$ cat src/verilog/sqcr_pkg.sv
// Constants shared by the queue-control register bank and its scheduler
package sqcr_pkg;

   // ---------------------------------------------------------------
   // Widths and counts
   // ---------------------------------------------------------------
   localparam int unsigned ADDR_W      = 12;
   localparam int unsigned DATA_W      = 32;
   localparam int unsigned NUM_QUEUES  = 16;
   localparam int unsigned FILTER_W    = 16;
   localparam int unsigned NUM_FLOW_RG = 8;
   localparam int unsigned NUM_MAP_RG  = 4;
   localparam int unsigned NUM_SLOTS   = 16;
   localparam int unsigned SLOT_W      = 8;

   // ---------------------------------------------------------------
   // Register offsets (byte addresses)
   // ---------------------------------------------------------------
   localparam logic [11:0] FLOW_BASE_ADDR   = 12'h704;
   localparam logic [11:0] RX_TEARDOWN_ADDR = 12'h740;
   localparam logic [11:0] RX_ORDER_ADDR    = 12'h744;
   localparam logic [11:0] WRR_BASE_ADDR    = 12'h7e0;
   localparam logic [11:0] WRR_STATUS_ADDR  = 12'h7f0;

   // ---------------------------------------------------------------
   // Field positions
   // ---------------------------------------------------------------
   localparam int unsigned FLOW_ODD_LSB = 16;
   localparam int unsigned MAP_QSEL_LSB = 0;
   localparam int unsigned MAP_CNT_LSB  = 4;
   localparam int unsigned MAP_FIELD_W  = 4;

   // ---------------------------------------------------------------
   // Reset values
   // ---------------------------------------------------------------
   localparam logic [31:0] FLOW_RESET  = 32'hffffffff;
   localparam logic [15:0] ORDER_RESET = 16'h0000;
   localparam logic [31:0] WRR_RESET [NUM_MAP_RG] = '{
      32'h03020100, 32'h07060504, 32'h0b0a0908, 32'h0f0e0d0c};

endpackage : sqcr_pkg

$ cat src/verilog/sqcr_wrr_sched.sv
// Weighted round-robin walker over the sixteen transmit mapper slots
`timescale 1ns/100ps
`default_nettype none
module sqcr_wrr_sched
   import sqcr_pkg::*;
#(
   parameter int unsigned SLOTS = NUM_SLOTS
) (
   // Clock and reset
   input  wire logic         sys_clk,
   input  wire logic         sys_rst,
   // Mapper slots, slot s in bits [8s+7:8s]
   input  wire logic [127:0] map_slots,
   // Transmit engine
   input  wire logic [15:0]  tx_queue_pending,
   input  wire logic         tx_msg_done,
   output logic              tx_serve_valid,
   output logic [3:0]        tx_serve_queue,
   // Status
   output logic [3:0]        slot_idx,
   output logic [3:0]        slot_taken
);

   if (SLOTS != NUM_SLOTS) begin : g_slot_chk
      $error("sqcr_wrr_sched: slot count fixed");
   end

   logic [3:0] slot_q, slot_d;
   logic [3:0] taken_q, taken_d;
   logic [3:0] cur_cnt;

   // ---------------------------------------------------------------
   // Slot walk
   // ---------------------------------------------------------------
   always_comb begin
      tx_serve_queue = map_slots[int'(slot_q)*SLOT_W + MAP_QSEL_LSB +:
                                 MAP_FIELD_W];
      cur_cnt        = map_slots[int'(slot_q)*SLOT_W + MAP_CNT_LSB +:
                                 MAP_FIELD_W];
      // Empty or idle slots are skipped so one idle queue cannot stall
      tx_serve_valid = (cur_cnt != 4'h0) && tx_queue_pending[tx_serve_queue];
      slot_d  = slot_q;
      taken_d = taken_q;
      if (!tx_serve_valid) begin
         slot_d  = 4'(slot_q + 4'h1);
         taken_d = 4'h0;
      end else if (tx_msg_done) begin
         if (4'(taken_q + 4'h1) == cur_cnt) begin
            slot_d  = 4'(slot_q + 4'h1);
            taken_d = 4'h0;
         end else begin
            taken_d = 4'(taken_q + 4'h1);
         end
      end
   end

   always_ff @(posedge sys_clk) begin
      if (sys_rst) begin
         slot_q  <= 4'h0;
         taken_q <= 4'h0;
      end else begin
         slot_q  <= slot_d;
         taken_q <= taken_d;
      end
   end

   assign slot_idx   = slot_q;
   assign slot_taken = taken_q;
endmodule // sqcr_wrr_sched
`default_nettype wire

$ cat src/verilog/sqcr_regs.sv
// Queue-control register bank of the message engine
//
// Notes on behaviour
// - Filter bit set lets queue carry flow
// - Writing one pulses that receive queue teardown
// - Teardown upper half reads zero, ignores writes
// - Order bit one forces in-order delivery
// - Transmit queues served by sixteen-slot round robin
// - Two filters per register, even queue low
// - Slot serves count messages, then next slot
//
// Design decision made here: strobed register access.
`timescale 1ns/100ps
`default_nettype none
module sqcr_regs
   import sqcr_pkg::*;
#(
   parameter int unsigned QUEUES = NUM_QUEUES
) (
   // Clock and reset
   input  wire logic         sys_clk,
   input  wire logic         sys_rst,
   // Register port
   input  wire logic [11:0]  reg_addr,
   input  wire logic [31:0]  reg_wdata,
   input  wire logic         reg_wr,
   input  wire logic         reg_rd,
   output logic      [31:0]  reg_rdata,
   // Receive queue control
   output logic      [15:0]  rx_queue_kill_bit,
   output logic      [15:0]  rx_in_order,
   // Transmit flow filters, queue q in bits [16q+15:16q]
   output logic      [255:0] tx_flow_filter,
   // Transmit scheduling
   input  wire logic [15:0]  tx_queue_pending,
   input  wire logic         tx_msg_done,
   output logic              tx_serve_valid,
   output logic      [3:0]   tx_serve_queue
);

   // The queue count is tied to the register map, other values refused
   if (QUEUES != NUM_QUEUES) begin : g_queue_chk
      $error("sqcr_regs: queue count fixed");
   end

   // ---------------------------------------------------------------
   // State
   // ---------------------------------------------------------------
   logic [31:0]  flow_q [NUM_FLOW_RG];
   logic [31:0]  flow_d [NUM_FLOW_RG];
   logic [31:0]  map_q  [NUM_MAP_RG];
   logic [31:0]  map_d  [NUM_MAP_RG];
   logic [15:0]  order_q, order_d;
   logic [15:0]  kill_q, kill_d;
   logic [31:0]  rdata_q, rdata_d;

   logic [11:0]  flow_off;
   logic [11:0]  map_off;
   logic         flow_hit;
   logic         map_hit;
   logic [2:0]   flow_idx;
   logic [1:0]   map_idx;
   logic [127:0] map_flat;
   logic [3:0]   slot_idx;
   logic [3:0]   slot_taken;
   logic         kill_hit;
   logic         order_hit;
   logic         status_hit;

   // ---------------------------------------------------------------
   // Address decode
   // ---------------------------------------------------------------
   always_comb begin
      flow_off = 12'(reg_addr - FLOW_BASE_ADDR);
      map_off  = 12'(reg_addr - WRR_BASE_ADDR);
      // Underflow wraps high, so one range test covers both ends
      flow_hit = (flow_off[11:5] == 7'h00) && (flow_off[1:0] == 2'h0);
      map_hit  = (map_off[11:4] == 8'h00) && (map_off[1:0] == 2'h0);
      flow_idx = flow_off[4:2];
      map_idx  = map_off[3:2];
      kill_hit   = (reg_addr == RX_TEARDOWN_ADDR);
      order_hit  = (reg_addr == RX_ORDER_ADDR);
      status_hit = (reg_addr == WRR_STATUS_ADDR);
   end

   // ---------------------------------------------------------------
   // Register writes
   // ---------------------------------------------------------------
   always_comb begin
      for (int i = 0; i < NUM_FLOW_RG; i++) begin
         flow_d[i] = flow_q[i];
      end
      for (int i = 0; i < NUM_MAP_RG; i++) begin
         map_d[i] = map_q[i];
      end
      order_d = order_q;
      // Teardown bits are strobes: they live one cycle, never stored
      kill_d  = 16'h0000;
      if (reg_wr) begin
         if (flow_hit) begin
            flow_d[flow_idx] = reg_wdata;
         end
         if (map_hit) begin
            map_d[map_idx] = reg_wdata;
         end
         if (kill_hit) begin
            kill_d = reg_wdata[15:0];
         end
         if (order_hit) begin
            order_d = reg_wdata[15:0];
         end
      end
   end

   always_ff @(posedge sys_clk) begin
      if (sys_rst) begin
         for (int i = 0; i < NUM_FLOW_RG; i++) begin
            flow_q[i] <= FLOW_RESET;
         end
         for (int i = 0; i < NUM_MAP_RG; i++) begin
            map_q[i] <= WRR_RESET[i];
         end
         order_q <= ORDER_RESET;
         kill_q  <= 16'h0000;
      end else begin
         for (int i = 0; i < NUM_FLOW_RG; i++) begin
            flow_q[i] <= flow_d[i];
         end
         for (int i = 0; i < NUM_MAP_RG; i++) begin
            map_q[i] <= map_d[i];
         end
         order_q <= order_d;
         kill_q  <= kill_d;
      end
   end

   // ---------------------------------------------------------------
   // Register reads
   // ---------------------------------------------------------------
   always_comb begin
      rdata_d = 32'h00000000;
      if (reg_rd) begin
         if (flow_hit) begin
            rdata_d = flow_q[flow_idx];
         end else if (map_hit) begin
            rdata_d = map_q[map_idx];
         end else if (order_hit) begin
            rdata_d = {16'h0000, order_q};
         end else if (status_hit) begin
            rdata_d = {19'h00000, tx_serve_valid, slot_taken, slot_idx,
                       tx_serve_queue};
         end else begin
            // Teardown and unmapped words read as zero
            rdata_d = 32'h00000000;
         end
      end
   end

   always_ff @(posedge sys_clk) begin
      if (sys_rst) begin
         rdata_q <= 32'h00000000;
      end else begin
         rdata_q <= rdata_d;
      end
   end

   // ---------------------------------------------------------------
   // Outputs
   // ---------------------------------------------------------------
   always_comb begin
      for (int i = 0; i < NUM_FLOW_RG; i++) begin
         tx_flow_filter[i*32 +: 16] = flow_q[i][15:0];
         tx_flow_filter[i*32 + FLOW_ODD_LSB +: 16] =
            flow_q[i][FLOW_ODD_LSB +: 16];
      end
      for (int i = 0; i < NUM_MAP_RG; i++) begin
         map_flat[i*32 +: 32] = map_q[i];
      end
   end

   // Read data, teardown strobes and order bits come straight from their registers
   assign reg_rdata         = rdata_q;
   assign rx_queue_kill_bit = kill_q;
   assign rx_in_order       = order_q;

   // ---------------------------------------------------------------
   // Round-robin scheduler
   // ---------------------------------------------------------------
   sqcr_wrr_sched #(
      .SLOTS            (NUM_SLOTS)
   ) u_sched (
      .sys_clk          (sys_clk),
      .sys_rst          (sys_rst),
      .map_slots        (map_flat),
      .tx_queue_pending (tx_queue_pending),
      .tx_msg_done      (tx_msg_done),
      .tx_serve_valid   (tx_serve_valid),
      .tx_serve_queue   (tx_serve_queue),
      .slot_idx         (slot_idx),
      .slot_taken       (slot_taken)
   );
endmodule // sqcr_regs
`default_nettype wire

$ cat config.mk
export PLATFORM = sky130hd
export DESIGN_NAME = sqcr_regs
export DESIGN_NICKNAME = d
export VERILOG_FILES = /design/src/verilog/sqcr_pkg.sv /design/src/verilog/sqcr_wrr_sched.sv /design/src/verilog/sqcr_regs.sv
export SDC_FILE = /design/constraint.sdc
export NUM_CORES = 1
export LEC_CHECK = 0
export ABC_AREA = 1
export BUFFER_PORTS_ARGS = -buffer_cell sky130_fd_sc_hd__buf_2
export CORE_MARGIN = 4
export CORE_UTILIZATION = 23
export CTS_CLUSTER_SIZE = 10
export DETAILED_ROUTE_END_ITERATION = 8
export PLACE_DENSITY = 0.37
export SYNTH_ARGS = -nofsm -noshare
export SYNTH_HDL_FRONTEND = slang
export SYNTH_SLANG_ARGS = --single-unit
$ cat constraint.sdc
create_clock -name sys_clk -period 3.4 [get_ports sys_clk]
set_input_delay 0.34 -clock sys_clk [delete_from_list [all_inputs] [get_ports sys_clk]]
set_output_delay 0.34 -clock sys_clk [all_outputs]
set_load 0.02 [all_outputs]
==> results of run 1 <==
-- layout make-up --
| cell class | instances | area share |
|---|---|---|
| clock buffers | 84 | 0.0651 |
| clock inverters | 10 | 0.00594 |
| inverters | 204 | 0.0309 |
| diodes | 6 | 0.000589 |
| repair buffers | 462 | 0.106 |
| well taps | 1165 | 0.0572 |
| flip-flops and latches | 456 | 0.358 |
| multi-input cells | 1759 | 0.376 |
-- registers in the layout (all words and copies together) (netlist names) --
| name | flops |
|---|---|
| flow_q | 256 |
| map_q | 128 |
| reg_rdata | 32 |
| rx_in_order | 16 |
| rx_queue_kill_bit | 16 |
| u_sched.slot_idx | 4 |
| u_sched.slot_taken | 4 |
-- placed cells by master, fill, tap and decap left out, types with 21 or more instances in the layout --
cell / synthesis / layout
mux2i_1: 48 / 48
nor2_1: 68 / 67
a21oi_1: 321 / 321
o22ai_1: 34 / 34
inv_1: 180 / 177
dfxtp_1: 456 / 455
buf_4: 3 / 58
o211ai_1: 266 / 266
nand2_1: 545 / 544
clkbuf_16: 0 / 58
o21ai_0: 239 / 235
buf_2: 62 / 388
nor3_1: 21 / 21
nand3_1: 99 / 98
-- power by group --
part	leakage (nW)	total [mW]	switching [mW]	internal, mW
Sequential	3.69	5.40	0.0317	5.37
Clock	0.890	6.05	2.49	3.57
Combinational	7.07	2.91	2.02	0.889
Total	11.6	14.4	4.54	9.82
-- worst register-to-register path, delay by kind of cell, from the launching register on --
| family | cells | cell delay (ns) |
|---|---|---|
| simple gates | 8 | 1.30 |
| buf+inv | 3 | 0.61 |
| flops | 1 | 0.39 |
| compound gates | 2 | 0.25 |
-- metal layers --
layer / up-vias / wire length, um
li1: 9743 / -
met1: 9970 / 47100
met2: 702 / 44900
met3: 124 / 7660
met4: 6 / 2370
met5: - / 40
-- how the worst max path moves through the flow --
stage	cells after the start	end	startpoint
finish	11	tx_serve_valid	u_sched.slot_idx[0]$_SDFFE_PP0P_
global route	13	tx_serve_valid	u_sched.slot_idx[0]$_SDFFE_PP0P_
CTS	11	tx_serve_valid	u_sched.slot_idx[0]$_SDFFE_PP0P_
detailed placement	10	reg_rdata[15]$_SDFF_PP0_	reg_addr[2]
global placement	10	reg_rdata[15]$_SDFF_PP0_	reg_addr[2]
floorplan	15	reg_rdata[1]$_SDFF_PP0_	reg_addr[2]
-- cell families (layout without fill, tap and decap cells) --
kind of cell,Yosys count,in the layout,share of synthesized area
simple gates,769,769,0.161
fa+ha+maj,9,9,0.00552
xor+xnor,8,8,0.00343
flops,456,456,0.447
mux,48,48,0.0235
buf+inv,422,760,0.0850
compound gates,925,925,0.274
other cells,0,6,0
-- timing repair --
action                                  CTS  global route
setup buffers                             2             1
cloned                                    2             0
endpoints found under the setup margin    1             1
endpoints found under the hold margin     0             0
gates resized for setup                   7             8
pin swaps                                 1             1
hold buffers                              0             0
==> run metrics, run 1 <==
status=finished, final reports clean; Longest Clk Path Bufs=3; met2 usage=0.324; ANT nets after route=0; Mapped Nets=2711; core footprint=88200 um2; Worst-Skew Late Latency=0.62 ns; syn avg cell area=7.74 um2; worst path cell trace=bufbuf_16, a21oi_1, o21ai_0, nand3_1, nand3_1, nand2_1, inv_1, nand3_1, nand2_1, nor2_4, buf_2; yosys warns=0; cell mode on critical path=nand3_1; final period utilization=0.961; clock skew=0.0139 ns; placed cell area=23500 um2; GRT overflow=0; drt total wl=102 mm; Seq cells post-synth=456; Synth Instances=2637; Rows=109; most common cell in the synthesized netlist=nand2_1; DP Wirelength=about 73 mm; Num CTS Buffers=57; DRC Markers=0; Crit-path slowest cell=dfxtp_4; RSZ-0062 raised after global routing=no; Hold Crit Start=reg_wdata[8]; setup ws final=0.132 ns; post-DR vias/cell=4.96; vias=20500; Min Hold Slack=approximately 0.036 ns; initial core utilization=0.231; worst-path fanout max=18; worst slack at placement=0.213 ns; share of layout cells above drive strength 1=0.202; initial antenna violation count=13; Die Y=roughly 300 um; I/O Pins=390; area grow syn2layout=24.8%; Slew Limit Fails=0; Synth async-reset ratio=0; family with the most delay on the worst path=simple AND/OR/NAND/NOR gates; gr busiest metal=met2; multi-input combinational cell area=9580 um2; crit end category=output port; CTS tree=done; Finished Layout Cells=4146; CTS Sinks=456; Max Cap Viol=0; register area=9130 um2; GRT met3 Usage=0.0526; min cycle time layout=3.27 ns; Post-synth EDFFs=0; post-synth top area cell=dfxtp_1; CP bufs+invs=3; final instance area=25500 um2; met1 Track Usage GR=0.293; R2R depth=13; Final Util=0.289; Worst-path clk slew=roughly 0.060 ns; hold crit path type=in2reg; Worst Path Arrival=2.93 ns; drt first pass iters=5; post-synth top area share=0.447; final hold vios=0; Worst Hold Depth=3; WP data required=3.06 ns; vias in the first global route=19800; Final GP Congestion=0.873; Final TNS setup=0 ns; LEAKAGE=11.6 nW; worst stage delay on the critical path=0.39 ns; Avg WL per Cell=24.6 um; DIE AREA=93600 um2; # placed instances=4041; worst r2r src=u_sched.slot_idx[0]$_SDFFE_PP0P_; clock root cell=clkbuf_16; pin count of the biggest net entering global routing=190; Layout fillers=9532; initial DRC count=about 1700; maximum VDD drop=approximately 360 uV; RR Endpoint=reg_rdata[12]$_SDFF_PP0_; main area contributors after synthesis=dfxtp_1, nand2_1, o211ai_1; CP Launch Type=register; leading register cell type out of synthesis=dfxtp_1; Seq/Total Area, Yosys=0.447; Hold EP=rx_in_order[8]$_SDFFE_PP0P_; Yosys cell types=46; Rel. slew slack=0.169; Setup Viol. Count Final=0; first-pass GRT wire length=between 100 and 150 mm; critical path class=reg2out; chip width=306 um; all-layer global routing usage=0.209; I/O Buffers=389; Synth Cell Area=between 20000 and 25000 um2; nets=3014; Least-Margin Pin Slew=1.25 ns; H-tree depth=2; flop-to-flop setup slack=0.76 ns; Tot Pwr=14.4 mW; PD cells=564 nW/um2; fmax=about 300 MHz; Commonest cells post-synth=nand2_1, dfxtp_1, a21oi_1, o211ai_1, o21ai_0
Note: power is estimated with default switching activity, not from simulation.
==> run 2, diff against run 1 <==
--- a/config.mk
+++ b/config.mk
@@ -8,10 +8,10 @@
 export ABC_AREA = 1
 export BUFFER_PORTS_ARGS = -buffer_cell sky130_fd_sc_hd__buf_2
 export CORE_MARGIN = 4
-export CORE_UTILIZATION = 23
+export CORE_UTILIZATION = 56
 export CTS_CLUSTER_SIZE = 10
 export DETAILED_ROUTE_END_ITERATION = 8
-export PLACE_DENSITY = 0.37
+export PLACE_DENSITY = 0.78
 export SYNTH_ARGS = -nofsm -noshare
 export SYNTH_HDL_FRONTEND = slang
 export SYNTH_SLANG_ARGS = --single-unit
==> run 2 against run 1 <==
Against the previous run:
- sequential share of layout area grew 2.5 points
- combinational power shrank 16%
- count of clock-buffer cells in the layout shrank 26
- first-iteration DRC count grew 72%
- die area shrank 58%
- clock skew grew 0.0090 ns
- sequential power is essentially flat
- largest power group is now registers
==> run metrics, run 2 (synthesis results as in run 1) <==
status=finished, final reports clean; flop-to-flop setup slack=0.76 ns; DP Wirelength=54.6 mm; Least-Margin Pin Slew=1.18 ns; clock skew=0.0230 ns; Finished Layout Cells=3379; first-pass GRT wire length=117 mm; drt first pass iters=6; clock root cell=clkbuf_16; DIE AREA=39600 um2; CTS tree=done; sequential power share=0.420; Longest Clk Path Bufs=3; Tot Pwr=12.8 mW; chip width=199 um; Worst Hold Depth=3; final period utilization=0.964; WP data required=3.06 ns; maximum VDD drop=roughly 420 uV; initial antenna violation count=2; all-layer global routing usage=0.379; vias in the first global route=19400; Largest register FFs=256; most common cell after layout, fill and taps aside=nand2_1; crit end category=output port; worst r2r src=u_sched.slot_idx[0]$_SDFFE_PP0P_; Die Y=199 um; worst-path fanout max=24; Rows=69; commonest cells after routing, fill and taps aside=nand2_1, dfxtp_1, buf_2; Setup Viol. Count Final=0; CTS Sinks=456; Worst-path clk slew=0.06 ns; Avg WL per Cell=23.4 um; Comb pwr share=0.191; Sw Share=0.309; Final Util=0.667; Hold EP=rx_in_order[14]$_SDFFE_PP0P_; pin count of the biggest net entering global routing=between 150 and 200; Rel. slew slack=0.216; ANT nets after route=0; fmax=305 MHz; RSZ-0062 raised after global routing=no; CP Launch Type=register; worst slack at placement=approximately 0.41 ns; LEAKAGE=11.3 nW; switching power=3.96 mW; post-DR vias/cell=6.30; clock network power share=0.389; Worst Path Arrival=2.94 ns; I/O Pins=390; critical path class=reg2out; nets=2982; initial core utilization=0.571; Min Hold Slack=0.0511 ns; final hold vios=0; H-tree depth=2; drt total wl=79.0 mm; Final GP Congestion=1.01; Setup Buffers After CTS=0; total internal power=8.87 mW; Reg with most FFs=flow_q; Final TNS setup=0 ns; share of layout cells above drive strength 1=0.188; Max Cap Viol=0; DRC Markers=0; setup ws final=0.122 ns; RR Endpoint=u_sched.slot_idx[0]$_SDFFE_PP0P_; hold crit path type=in2reg; placed cell area=22400 um2; Slew Limit Fails=0; GRT overflow=0; Layout fillers=around 3000; # placed instances=3315; core footprint=35700 um2; area grow syn2layout=16.8%; initial DRC count=2972; PD cells=about 540 nW/um2; Worst-Skew Late Latency=between 0.6 and 0.7 ns; Hold Crit Start=reg_wr; final instance area=23800 um2; vias=21300; R2R depth=14; I/O Buffers=389; Num CTS Buffers=52; min cycle time layout=3.28 ns
==> run 2: cell count changes in the layout (fill, tap and decap cells not counted), sizes merged, moves of 2 or more <==
cell / change
bufinv: -2
buf: -25
clkbuf: -26
diode: -4
clkinv: -3
bufbuf: -2
==> run 2: timing repair <==
action                                  in CTS  in global routing
endpoints found under the hold margin        0                  0
endpoints found under the setup margin       0                  1
gates resized for setup                      0                  4
hold buffers                                 0                  0
==> run 2: cell type report <==
cell class	instances	area, um2	share of cell area
Sequential cell	456	9130	0.383
Antenna cell	2	5.00	0.000210
Tap cell	461	577	0.0242
Clock buffer	58	1330	0.0559
Multi-Input combinational cell	1759	9550	0.401
Clock inverter	4	85.1	0.00357
Timing Repair Buffer	435	2380	0.0998
Inverter	204	782	0.0328
==> run 2: power groups by stage <==
stage | Sequential, mW | Combinational, mW | Clock [mW]
after floorplan | 5.49 | 1.69 | 0
after global placement | 5.50 | 2.32 | 0
after detailed placement | 5.50 | 2.36 | 0
after CTS | 5.38 | 2.37 | 5.01
after global routing | 5.38 | 2.65 | 5.22
final | 5.39 | 2.45 | 5.00
==> run 2: worst max path at each step <==
stage                                      from                 endpoint
2_1_floorplan                       reg_addr[2]  reg_rdata[1]$_SDFF_PP0_
3_3_place_gp                        reg_addr[5]  reg_rdata[6]$_SDFF_PP0_
3_5_place_dp                        reg_addr[5]  reg_rdata[6]$_SDFF_PP0_
4_1_cts        u_sched.slot_idx[1]$_SDFFE_PP0P_           tx_serve_valid
5_1_grt        u_sched.slot_idx[0]$_SDFFE_PP0P_           tx_serve_valid
6_report       u_sched.slot_idx[0]$_SDFFE_PP0P_           tx_serve_valid
==> run 2: worst max-delay path, cell delays in order, from the launching register on <==
cell,delay [ns]
dfxtp_2,0.37
buf_4,0.23
buf_4,0.29
o21ai_0,0.17
o211ai_1,0.21
nand3_1,0.09
nand2_1,0.21
nand3_1,0.12
nand3_1,0.16
nand2_1,0.11
nor2_4,0.18
buf_2,0.20
==> run 2: routing by layer <==
metal,GRT usage,share of wire
met1,0.528,0.39
met2,0.569,0.44
met3,0.0779,0.12
met4,0.172,0.050
met5,0,0
